<file path="src/core/bctl_regs.svh">
// How it works
// - control bit 0 drives SDA low, reads 0
// - control bit 1 releases SDA, reads 1
// - control bit changes only with guard cleared
// - bit 3 shows level driven on SCL
// - reserved bits 2 and 0 read 1
// - bit 1 resets protocol logic, keeps registers
// - after reset: part reset 0, guard/monitor 1
`ifndef BCTL_REGS_SVH
`define BCTL_REGS_SVH

// ----------------------------------------------------------------
// register offsets (byte addresses)
// ----------------------------------------------------------------
`define BCTL_OFF_CONTROL_TWO 12'h000
`define BCTL_OFF_PIN_STATUS 12'h004

// ----------------------------------------------------------------
// bus_control_two field positions
// ----------------------------------------------------------------
`define BCTL_BIT_SDA_LEVEL_CTL 5
`define BCTL_BIT_SDA_LEVEL_GUARD 4
`define BCTL_BIT_SCL_LEVEL_MONITOR 3
`define BCTL_BIT_RSVD_HI 2
`define BCTL_BIT_CTRL_PART_RESET 1
`define BCTL_BIT_RSVD_LO 0

// ----------------------------------------------------------------
// pin status field positions
// ----------------------------------------------------------------
`define BCTL_BIT_SDA_IN 0
`define BCTL_BIT_SCL_IN 1
`define BCTL_BIT_PART_RST_ACTIVE 2

// ----------------------------------------------------------------
// reset values
// ----------------------------------------------------------------
`define BCTL_RST_SDA_LEVEL_CTL 1'b1
`define BCTL_RST_CTRL_PART_RESET 1'b0
`define BCTL_RST_SCL_OE 1'b0
`define BCTL_RST_SDA_OE 1'b0
`define BCTL_RST_PRDATA 32'h0000_0000

`endif

</file>
<file path="src/core/placeholder_none.sv">
`timescale 1ns/1ps

</file>
<file path="src/core/bctl_pkg.sv">
package bctl_pkg;

    // ------------------------------------------------------------
    // types
    // ------------------------------------------------------------
    typedef logic [7:0] bctl_byte_t;
    typedef logic [31:0] bctl_word_t;

    // register selected by the current apb address
    typedef enum logic [1:0] {
        BCTL_SEL_NONE = 2'b00,
        BCTL_SEL_CONTROL_TWO = 2'b01,
        BCTL_SEL_PIN_STATUS = 2'b10
    } bctl_sel_t;

endpackage : bctl_pkg

</file>
<file path="src/core/bctl_rst_sync.sv">
`timescale 1ns/1ps

module bctl_rst_sync (
    // clock and raw reset
    input wire logic sys_clk,
    input wire logic rst_n,
    // released reset
    output logic rst_sync_n
);

    logic meta_ff;
    logic hold_ff;

    // ------------------------------------------------------------
    // two stage release, asynchronous assertion
    // ------------------------------------------------------------
    always_ff @(posedge sys_clk or negedge rst_n) begin
        if (!rst_n) begin
            meta_ff <= 1'b0;
            hold_ff <= 1'b0;
        end else begin
            meta_ff <= 1'b1;
            hold_ff <= meta_ff;
        end
    end

    assign rst_sync_n = hold_ff;

endmodule : bctl_rst_sync

</file>
<file path="src/core/bctl_pin_ctl.sv">
`timescale 1ns/1ps
`include "bctl_regs.svh"

module bctl_pin_ctl (
    // clock, reset, enable
    input wire logic sys_clk,
    input wire logic rst_n,
    input wire logic clk_en,
    // apb slave
    input wire logic psel,
    input wire logic penable,
    input wire logic pwrite,
    input wire logic [11:0] paddr,
    input wire logic [31:0] pwdata,
    input wire logic [3:0] pstrb,
    output logic pready,
    output logic [31:0] prdata,
    output logic pslverr,
    // protocol engine side
    input wire logic eng_sda_low,
    input wire logic eng_scl_low,
    output logic ctrl_part_reset,
    // sda open-drain pin
    input wire logic sda_i,
    output logic sda_o,
    output logic sda_oe,
    // scl open-drain pin
    input wire logic scl_i,
    output logic scl_o,
    output logic scl_oe
);

    // ------------------------------------------------------------
    // reset release
    // ------------------------------------------------------------
    logic rst_sync_n;

    bctl_rst_sync u_rst_sync (
        .sys_clk(sys_clk),
        .rst_n(rst_n),
        .rst_sync_n(rst_sync_n)
    );

    // ------------------------------------------------------------
    // state
    // ------------------------------------------------------------
    logic sda_level_ctl_ff;
    logic nxt_sda_level_ctl;
    logic ctrl_part_reset_ff;
    logic nxt_ctrl_part_reset;
    logic sda_oe_ff;
    logic nxt_sda_oe;
    logic scl_oe_ff;
    logic nxt_scl_oe;
    logic sda_in_ff;
    logic scl_in_ff;
    logic [31:0] prdata_ff;
    logic [31:0] nxt_prdata;

    // ------------------------------------------------------------
    // apb decode
    // ------------------------------------------------------------
    bctl_pkg::bctl_sel_t reg_sel;
    wire hit_ctl = (paddr == `BCTL_OFF_CONTROL_TWO);
    wire hit_pin = (paddr == `BCTL_OFF_PIN_STATUS);
    wire access_ok = psel & penable & clk_en;
    wire wr_fire = access_ok & pwrite;
    wire wr_ctl = wr_fire & hit_ctl & pstrb[0];
    wire guard_open = ~pwdata[`BCTL_BIT_SDA_LEVEL_GUARD];

    assign reg_sel = hit_ctl ? bctl_pkg::BCTL_SEL_CONTROL_TWO :
                     hit_pin ? bctl_pkg::BCTL_SEL_PIN_STATUS :
                     bctl_pkg::BCTL_SEL_NONE;

    // answer in the first access cycle unless frozen
    assign pready = psel & penable & clk_en;
    assign pslverr = pready & (reg_sel == bctl_pkg::BCTL_SEL_NONE);
    assign prdata = prdata_ff;

    // ------------------------------------------------------------
    // register write paths
    // ------------------------------------------------------------
    // sda control moves only when the guard bit is written as 0
    assign nxt_sda_level_ctl = (wr_ctl & guard_open) ?
        pwdata[`BCTL_BIT_SDA_LEVEL_CTL] : sda_level_ctl_ff;
    // part reset stays until software writes it back to 0
    assign nxt_ctrl_part_reset = wr_ctl ?
        pwdata[`BCTL_BIT_CTRL_PART_RESET] : ctrl_part_reset_ff;

    // ------------------------------------------------------------
    // pin drive: open drain, low only
    // ------------------------------------------------------------
    // control bit 0 pulls sda low whatever the engine does
    assign nxt_sda_oe = ~nxt_sda_level_ctl |
        (eng_sda_low & ~nxt_ctrl_part_reset);
    // part reset drops the engine's hold on scl
    assign nxt_scl_oe = eng_scl_low & ~nxt_ctrl_part_reset;

    assign sda_o = 1'b0;
    assign scl_o = 1'b0;
    assign sda_oe = sda_oe_ff;
    assign scl_oe = scl_oe_ff;
    assign ctrl_part_reset = ctrl_part_reset_ff;

    // ------------------------------------------------------------
    // read data
    // ------------------------------------------------------------
    bctl_pkg::bctl_byte_t ctl_rd;
    bctl_pkg::bctl_byte_t pin_rd;

    assign ctl_rd = {
        2'b00,
        sda_level_ctl_ff,
        1'b1,
        ~scl_oe_ff,
        1'b1,
        ctrl_part_reset_ff,
        1'b1
    };

    assign pin_rd = {5'b0_0000, ctrl_part_reset_ff, scl_in_ff, sda_in_ff};

    assign nxt_prdata = (reg_sel == bctl_pkg::BCTL_SEL_CONTROL_TWO) ? {24'h00_0000, ctl_rd} :
                        (reg_sel == bctl_pkg::BCTL_SEL_PIN_STATUS) ? {24'h00_0000, pin_rd} :
                        `BCTL_RST_PRDATA;

    // ------------------------------------------------------------
    // control registers
    // ------------------------------------------------------------
    always_ff @(posedge sys_clk or negedge rst_sync_n) begin
        if (!rst_sync_n) begin
            sda_level_ctl_ff <= `BCTL_RST_SDA_LEVEL_CTL;
            ctrl_part_reset_ff <= `BCTL_RST_CTRL_PART_RESET;
        end else if (clk_en) begin
            sda_level_ctl_ff <= nxt_sda_level_ctl;
            ctrl_part_reset_ff <= nxt_ctrl_part_reset;
        end
    end

    // pin drivers, released at reset so scl monitor reads 1
    always_ff @(posedge sys_clk or negedge rst_sync_n) begin
        if (!rst_sync_n) begin
            sda_oe_ff <= `BCTL_RST_SDA_OE;
            scl_oe_ff <= `BCTL_RST_SCL_OE;
        end else if (clk_en) begin
            sda_oe_ff <= nxt_sda_oe;
            scl_oe_ff <= nxt_scl_oe;
        end
    end

    // sampled pin levels and read data
    always_ff @(posedge sys_clk or negedge rst_sync_n) begin
        if (!rst_sync_n) begin
            sda_in_ff <= 1'b1;
            scl_in_ff <= 1'b1;
            prdata_ff <= `BCTL_RST_PRDATA;
        end else if (clk_en) begin
            sda_in_ff <= sda_i;
            scl_in_ff <= scl_i;
            prdata_ff <= nxt_prdata;
        end
    end

    // ------------------------------------------------------------
    // checks
    // ------------------------------------------------------------
    // sda control at 0 means the pin is pulled low next cycle
    AST_SDA_LOW_ON_ZERO: assert property (
        @(posedge sys_clk) disable iff (!rst_sync_n)
        (clk_en && !nxt_sda_level_ctl) |=> (sda_oe && !ctl_rd[5]))
        else $error("sda not driven low while control bit is 0");

    // a guarded-open write of 1 sets the bit and reads back 1
    AST_SDA_RELEASE_WRITE: assert property (
        @(posedge sys_clk) disable iff (!rst_sync_n)
        (wr_ctl && guard_open && pwdata[5]) |=> (sda_level_ctl_ff && ctl_rd[5]))
        else $error("sda control did not take written 1");

    // guard set leaves the control bit unchanged
    AST_GUARD_BLOCKS: assert property (
        @(posedge sys_clk) disable iff (!rst_sync_n)
        (wr_ctl && !guard_open) |=> $stable(sda_level_ctl_ff))
        else $error("sda control changed with guard set");

    // guard reads 1 whatever was written
    AST_GUARD_READS_ONE: assert property (
        @(posedge sys_clk) disable iff (!rst_sync_n)
        (rst_sync_n && clk_en && hit_ctl) |=> prdata[4])
        else $error("guard bit read as 0");

    // monitor follows the scl driver one cycle later
    AST_SCL_MONITOR: assert property (
        @(posedge sys_clk) disable iff (!rst_sync_n)
        (rst_sync_n && clk_en && hit_ctl) |=> (prdata[3] == ~$past(scl_oe_ff)))
        else $error("scl monitor disagrees with scl drive");

    // reserved bits read 1
    AST_RSVD_ONES: assert property (
        @(posedge sys_clk) disable iff (!rst_sync_n)
        (rst_sync_n && clk_en && hit_ctl) |=> (prdata[2] && prdata[0]))
        else $error("reserved bit read as 0");

    // part reset frees scl and keeps register contents
    AST_PART_RESET_KEEPS: assert property (
        @(posedge sys_clk) disable iff (!rst_sync_n)
        (clk_en && ctrl_part_reset_ff && !wr_ctl) |=>
            (!scl_oe_ff && $stable(sda_level_ctl_ff)))
        else $error("part reset lost state or held scl");

    // values right after reset release
    AST_RESET_VALUES: assert property (
        @(posedge sys_clk)
        $rose(rst_sync_n) |-> (!ctrl_part_reset_ff && ctl_rd[4] && ctl_rd[3]))
        else $error("wrong values after reset");

    // part reset holds until a write clears it
    AST_PART_RESET_HOLDS: assert property (
        @(posedge sys_clk) disable iff (!rst_sync_n)
        (ctrl_part_reset_ff && !wr_ctl) |=> ctrl_part_reset_ff)
        else $error("part reset released without a write");

    // a write of 0 releases the part reset
    AST_PART_RESET_RELEASE: assert property (
        @(posedge sys_clk) disable iff (!rst_sync_n)
        (wr_ctl && !pwdata[1]) |=> !ctrl_part_reset)
        else $error("part reset not released by write of 0");

    // a write of 1 starts the part reset
    AST_PART_RESET_SET: assert property (
        @(posedge sys_clk) disable iff (!rst_sync_n)
        (wr_ctl && pwdata[1]) |=> ctrl_part_reset)
        else $error("part reset not started by write of 1");

    // part reset with control bit 1 lets sda go
    AST_PART_RESET_FREES_SDA: assert property (
        @(posedge sys_clk) disable iff (!rst_sync_n)
        (clk_en && nxt_ctrl_part_reset && nxt_sda_level_ctl) |=> !sda_oe)
        else $error("sda still driven during part reset");

    // outside part reset the engine may pull sda low
    AST_SDA_ENGINE: assert property (
        @(posedge sys_clk) disable iff (!rst_sync_n)
        (clk_en && eng_sda_low && !nxt_ctrl_part_reset) |=> sda_oe)
        else $error("engine hold on sda not passed to the pin");

    // outside part reset the engine may pull scl low
    AST_SCL_ENGINE: assert property (
        @(posedge sys_clk) disable iff (!rst_sync_n)
        (clk_en && eng_scl_low && !nxt_ctrl_part_reset) |=> scl_oe)
        else $error("engine hold on scl not passed to the pin");

    // frozen clock enable holds the control bits
    AST_FREEZE_CTL: assert property (
        @(posedge sys_clk) disable iff (!rst_sync_n)
        !clk_en |=> ($stable(sda_level_ctl_ff) && $stable(ctrl_part_reset_ff)))
        else $error("control bits moved while clock enable low");

    // frozen clock enable holds both pin drivers
    AST_FREEZE_PINS: assert property (
        @(posedge sys_clk) disable iff (!rst_sync_n)
        !clk_en |=> ($stable(sda_oe) && $stable(scl_oe)))
        else $error("pin driver moved while clock enable low");

    // frozen clock enable holds the read data
    AST_FREEZE_RDATA: assert property (
        @(posedge sys_clk) disable iff (!rst_sync_n)
        !clk_en |=> $stable(prdata))
        else $error("read data moved while clock enable low");

    // unmapped access answers with an error
    AST_UNMAPPED_ERR: assert property (
        @(posedge sys_clk) disable iff (!rst_sync_n)
        (psel && penable && clk_en && !hit_ctl && !hit_pin) |-> pslverr)
        else $error("unmapped access without error");

    // a write elsewhere leaves the control bits alone
    AST_UNMAPPED_NO_WRITE: assert property (
        @(posedge sys_clk) disable iff (!rst_sync_n)
        (wr_fire && !hit_ctl) |=> ($stable(sda_level_ctl_ff) && $stable(ctrl_part_reset_ff)))
        else $error("control bits moved on a write elsewhere");

    // a write with the low byte lane off is ignored
    AST_STRB_OFF_NO_WRITE: assert property (
        @(posedge sys_clk) disable iff (!rst_sync_n)
        (wr_fire && !pstrb[0]) |=> ($stable(sda_level_ctl_ff) && $stable(ctrl_part_reset_ff)))
        else $error("control bits moved with byte lane off");

    // pin status shows sampled pins and part reset
    AST_PIN_STATUS: assert property (
        @(posedge sys_clk) disable iff (!rst_sync_n)
        (rst_sync_n && clk_en && hit_pin) |=>
            (prdata[2:0] == {$past(ctrl_part_reset_ff), $past(scl_in_ff), $past(sda_in_ff)}))
        else $error("pin status read disagrees with pins");

    // upper read bits stay 0
    AST_UPPER_ZERO: assert property (
        @(posedge sys_clk) disable iff (!rst_sync_n)
        clk_en |=> (prdata[31:6] == 26'h000_0000))
        else $error("upper read bits not 0");

    // both pins are only ever pulled low, never driven high
    AST_OPEN_DRAIN_ZERO: assert property (
        @(posedge sys_clk) disable iff (!rst_sync_n)
        (!sda_o && !scl_o))
        else $error("pin output value not low");

endmodule : bctl_pin_ctl

</file>
<file path="config.mk">
export PLATFORM = sky130hd
export DESIGN_NAME = bctl_pin_ctl
export DESIGN_NICKNAME = d
export VERILOG_FILES = /design/src/core/placeholder_none.sv /design/src/core/bctl_pkg.sv /design/src/core/bctl_rst_sync.sv /design/src/core/bctl_pin_ctl.sv
export VERILOG_INCLUDE_DIRS = /design/src /design/src/core
export SDC_FILE = /design/constraint.sdc
export NUM_CORES = 1
export LEC_CHECK = 0
export ABC_AREA = 1
export ABC_CLOCK_PERIOD_IN_PS = 840
export BUFFER_PORTS_ARGS = -buffer_cell sky130_fd_sc_hd__buf_2
export CELL_PAD_IN_SITES_DETAIL_PLACEMENT = 1
export CELL_PAD_IN_SITES_GLOBAL_PLACEMENT = 2
export CORE_ASPECT_RATIO = 2
export CORE_UTILIZATION = 14
export CTS_CLUSTER_SIZE = 20
export DETAILED_ROUTE_END_ITERATION = 6
export PLACE_DENSITY = 0.71
export SYNTH_ARGS = -nofsm -noshare
export SYNTH_HDL_FRONTEND = slang
export SYNTH_SLANG_ARGS = --single-unit
</file>
<file path="constraint.sdc">
create_clock -name sys_clk -period 0.84 [get_ports sys_clk]
set_input_delay 0.126 -clock sys_clk [delete_from_list [all_inputs] [get_ports sys_clk]]
set_output_delay 0.126 -clock sys_clk [all_outputs]
set_load 0.005 [all_outputs]
</file>
After elaboration in Yosys (flattened, before gate mapping)
Cells that the tools add are included.

Flip-flop bits (word level): 40. Input bits: 58. Output and inout bits: 39. Logic and storage cells: 34.

Equality and inequality tests: 3. Mux-type cells: 6. Bitwise gates (word level): 14. Reductions and logical operators: 2.

Operator list (count): equality test 12 x 3 -> 1 bit, second input constant (1); logical NOT 12 bit (1); AND 1 bit (9); two-way mux 6 bit (1); two-way mux 2 bit (2); NOT 1 bit (4); two-way mux 3 bit (1); equality test 2 x 1 -> 1 bit, second input constant (1); equality test 2 bit, second input constant (1); logical NOT 2 bit (1); two-way mux 1 bit (2); bitwise OR 1 bit (1).

Depth between registers and ports, before layout
Depth in word-level cells: 9. Mapped depth: 10. Depth with buffers taken out: 10.

Cells and area by module
Synthesis repeated with hierarchy kept, for this count alone.

Cell total of the unflattened synthesis: 108. Area, all modules: 914.6 um^2.

Modules (own cells, without submodules): bctl_pin_ctl (times used 1, cells each 105, area each 860.8 um^2, seq. area each 304.0 um^2); bctl_rst_sync (times used 1, cells each 3, area each 53.8 um^2, seq. area each 50.0 um^2).

Worst setup path before layout
OpenSTA, ideal clock, no wires.

Kind: input to register. From: input paddr[1]. To: register sda_oe_ff (netlist: sda_oe). Setup time: 116 ps. Data arrival time: 905 ps. Data required time: 724 ps. Path slack: -181 ps. Stages: 9. Buffers on the path: 0. Cells stage by stage: or2_4 -> nor2_8 -> nand3_2 -> nor2_2 -> nand2_1 -> nand2_2 -> nand2_1 -> nand2_1 -> nand2_1.

Word-level cells in the longest chain between the ends: 7. Elaborated cells between the ends (all ways): 10. Those cells by class: mux (2); bitwise (7); reduce/logical (1).

Ends and longest elaborated chain: from (decl) (line bctl_pin_ctl.sv:13) `input wire logic [11:0] paddr,`; logical NOT 12 bit (no line) (*); AND 1 bit (*) (2 in series) (line bctl_pin_ctl.sv:68) `wire wr_ctl = wr_fire & hit_ctl & pstrb[0];`; AND 1 bit or two-way mux 1 bit (tied branches) (line bctl_pin_ctl.sv:84, bctl_pin_ctl.sv:87); two-way mux 1 bit or NOT 1 bit (tied branches) (line bctl_pin_ctl.sv:84, bctl_pin_ctl.sv:95); NOT 1 bit or AND 1 bit (tied branches) (line bctl_pin_ctl.sv:94, bctl_pin_ctl.sv:95); bitwise OR 1 bit (*) (line bctl_pin_ctl.sv:94) `assign nxt_sda_oe = ~nxt_sda_level_ctl |`; to (signal assigned) (line bctl_pin_ctl.sv:143) `` sda_oe_ff <= `BCTL_RST_SDA_OE; ``; to (signal assigned) (line bctl_pin_ctl.sv:146) `sda_oe_ff <= nxt_sda_oe;`; to (decl) (line bctl_pin_ctl.sv:51) `logic sda_oe_ff;`.

Mark *: on every way between the ends. The rest lies on a longest branch, timed or not. A chain may end at the register's enable or synchronous reset.

Final worst setup path
From: input paddr[8]. To: output pslverr.

Word-level cells in the longest chain between the ends: 5. Elaborated cells between the ends (all ways): 6. Those cells by class: eq/ne (1); mux (2); bitwise (1); reduce/logical (2).

Ends and longest elaborated chain: equality test 12 x 3 -> 1 bit (no line); two-way mux 2 bit (line bctl_pin_ctl.sv:72) `hit_pin ? bctl_pkg::BCTL_SEL_PIN_STATUS :`; two-way mux 2 bit (*) (line bctl_pin_ctl.sv:71) `assign reg_sel = hit_ctl ? bctl_pkg::BCTL_SEL_CONTROL_TWO :`; logical NOT 2 bit (*) (line bctl_pin_ctl.sv:77) `assign pslverr = pready & (reg_sel == bctl_pkg::BCTL_SEL_NONE);`; AND 1 bit (*) (line bctl_pin_ctl.sv:77); to (decl) (line bctl_pin_ctl.sv:18) `output logic pslverr,`.

Marked as above.

==> out/results.txt <==
Outcome - finished, violations left
Failing checks - negative setup slack
Clock Latency Late Sink - 250 ps
Vias - 812
Number of diodes - 0
Final setup viols - 16
CTS tree - done
TritonCTS buffer count - 3
Post-synthesis sequential area ratio - 0.390
Switching share of power - 0.217
Synth Instances - 109
Initial core utilization - 0.145
Congestion Overflow GR - 0
Worst reg-to-reg setup slack - -60 ps
DRC violations left - 0
Worst EP arrival - 920 ps
Netlist cell types - 21
Slew Viols, Final - 0
Die H - 116 um
Fillers - 778
I/O Pins - 97
Critical Path End - pslverr
Final Instance Area - 0.00151 sq mm
M3 GR Usage - 0.0179
Crit path capture type - primary output
Post-Route WL - 2240 um
Fin Setup TNS - -941 ps
Power share of the clock group - 0.502
Commonest cells after routing, fill and taps aside - conb_1, buf_2, nand2_1
Met1 Use GR - 0.0730
WL/cell - 8.94 um
Area growth, synth to finish - 66.2%
Post-synthesis compound-gate area fraction - 0.0152
Placed cell areas - 0.00115 sq mm
Core Region - 0.00626 sq mm
FF-to-FF path depth - 5
Max cap viols - 0
Area of the multi-input gates - 517 sq um
HPWL after DPL - 1820 um
First-pass GRT wire length - 3710 um
Post-synthesis simple-gate area fraction - 0.313
Vias in the first global route - 865
RSZ-0062 raised after global routing - yes
DR iter-0 viols - 7
Max Fclk - 0.955 GHz
Register Area - 354 sq um
Critical Path Start - paddr[8]
CTS sink cnt - 14
Routed Antenna Nets - 0
Switching Power - 0.434 mW
Met2 usage - 0.132
Final Hold Fails - 0
Overall Power - 2.00 mW
Final worst-path cycle share - 1.25
Number of antenna violations at the first check in global routing - 0
H-tree Lvls - 1
Mux cell area share after synthesis - 0
Clock root cell - clkbuf_16
Router iterations before antenna repair - 3
Pin count of the biggest net entering global routing - 13
Count of input and output buffers - 36
Synth Area in XOR/XNOR - 0
Final net count - 224
Share of cells above drive strength 1 - 0.564
Worst VDD drop - 559 uV
Syn. warnings - 0
Final WS setup - -207 ps
Total GRT Usage - 0.0730
Minimum clock period - 1050 ps
DR vias/cell - 3.24
Clock tree buffer depth - 2
Non-filler cells, final - 251
CP max FO - 4
Worst EP required - 710 ps
Die Width - 58.9 um
Clk slew on worst S/H paths - 50 ps
Clock skew after layout - 4.21 ps
Post-synthesis adder-cell area fraction - 0
R2r startpoint - sda_level_ctl_ff$_DFFE_PN1P_
Die ar. - 0.00683 sq mm
Lkg Pwr - 0.813 nW
GP Congestion - 0.682
Combinational power share - 0.140
Largest family of logic cells by synthesized area - simple AND/OR/NAND/NOR gates
Row count - 41
Commonest non-fill, non-tap cell in the layout - conb_1
Sequential power share - 0.357
Startpoint types - input port
Worst R2R End - sda_oe$_DFFE_PN0P_
Worst min path class - input port to flip-flop
Mapped cell area - 907 sq um
Syn Area/Cell - 8.32 sq um
Pwr dens - 1330 mW/mm^2
Pint - 1.57 mW
Placed Instances - 235
Global route hottest layer - met2
Critical Setup Path Class - input port to primary output
#FFs+latches synth - 14
[worst min-delay path by stage]
stage | from | to | slack (ps) | depth (start not counted)
detailed placement | rst_n | u_rst_sync.meta_ff$_DFF_PN0_ | -90 | 1
global placement | rst_n | u_rst_sync.meta_ff$_DFF_PN0_ | -90 | 1
global route | scl_i | scl_in_ff$_DFFE_PN1P_ | 100 | 3
finish | scl_i | scl_in_ff$_DFFE_PN1P_ | 80 | 3
floorplan | rst_n | u_rst_sync.meta_ff$_DFF_PN0_ | -170 | 0
CTS | scl_i | scl_in_ff$_DFFE_PN1P_ | 90 | 3
[per-layer routing]
layer	share of wire	up-vias
li1	-	393
met1	0.33	360
met2	0.55	54
met4	0.024	0
met5	0	-
met3	0.095	5
[power by group through the flow]
| stage | Combinational (mW) | Clock (mW) | Sequential, mW |
|---|---|---|---|
| floorplan | 0.198 | 0 | 0.731 |
| global placement | 0.214 | 0 | 0.724 |
| detailed placement | 0.217 | 0 | 0.724 |
| CTS | 0.263 | 1.03 | 0.714 |
| global route | 0.315 | 1.06 | 0.718 |
| finish | 0.281 | 1.00 | 0.715 |
[layout make-up]
cell class	instances	area share
inverter	6	0.0166
tap	86	0.0714
sequential	14	0.235
multi-input combinational	86	0.343
timing repair buffer	55	0.276
clock buffer	4	0.0589
[stage by stage]
stage | utilization | setup slack (ps) | hold WS (ps)
floorplan | - | -169 | -170
global placement | 0.185 | -326 | -86.9
detailed placement | 0.185 | -349 | -86.7
CTS | 0.229 | -228 | 86.2
global route | 0.241 | -274 | 96.2
finish | 0.241 | -207 | 85.0
[registers in the layout, indices dropped and copies added (netlist names)]
| signal | cells |
|---|---|
| prdata | 6 |
| ctrl_part_reset | 1 |
| scl_in_ff | 1 |
| scl_oe | 1 |
| sda_in_ff | 1 |
| sda_level_ctl_ff | 1 |
| sda_oe | 1 |
| u_rst_sync.meta_ff | 1 |
| u_rst_sync.rst_sync_n | 1 |
[worst max-delay path: stages]
cell and delay (ps):
buf_6 90, nor2_4 90, nand2_2 60, nor2_4 150
nor3b_4 210, nor2_1 60, buf_2 120
[Yosys cell counts]
library cell / number / area (sq um)
inv_2: 1 / 3.75
dfrtp_1: 11 / 275
a22o_1: 1 / 8.76
nand4_1: 2 / 12.5
inv_1: 5 / 18.8
nand3_2: 2 / 20.0
nor2_8: 1 / 20.0
nand2_2: 1 / 6.26
nor2_2: 4 / 25.0
dfstp_2: 3 / 78.8
o21ai_1: 1 / 5.00
buf_6: 1 / 11.3
nor3b_2: 1 / 12.5
nand3_1: 8 / 40.0
nand2_1: 28 / 105
and2_1: 1 / 6.26
clkbuf_1: 1 / 3.75
or2_4: 2 / 17.5
buf_4: 28 / 210
conb_1: 2 / 7.51
nor2_1: 5 / 18.8
[cell families after synthesis]
family	after synthesis
AO/OA/AOI/OAI	2
AND/OR/NAND/NOR	55
other	2
buffers and inverters	36
flip-flops	14
[what timing repair did]
action                                  4_1_cts  5_1_grt
hold buffers                                  1        0
buffers inserted                             11        3
endpoints found under the setup margin       19       19
pin swaps                                    13       20
endpoints found under the hold margin         2        0
resized for setup                            23       15
No activity file was read; power rests on OpenSTA's default activity.
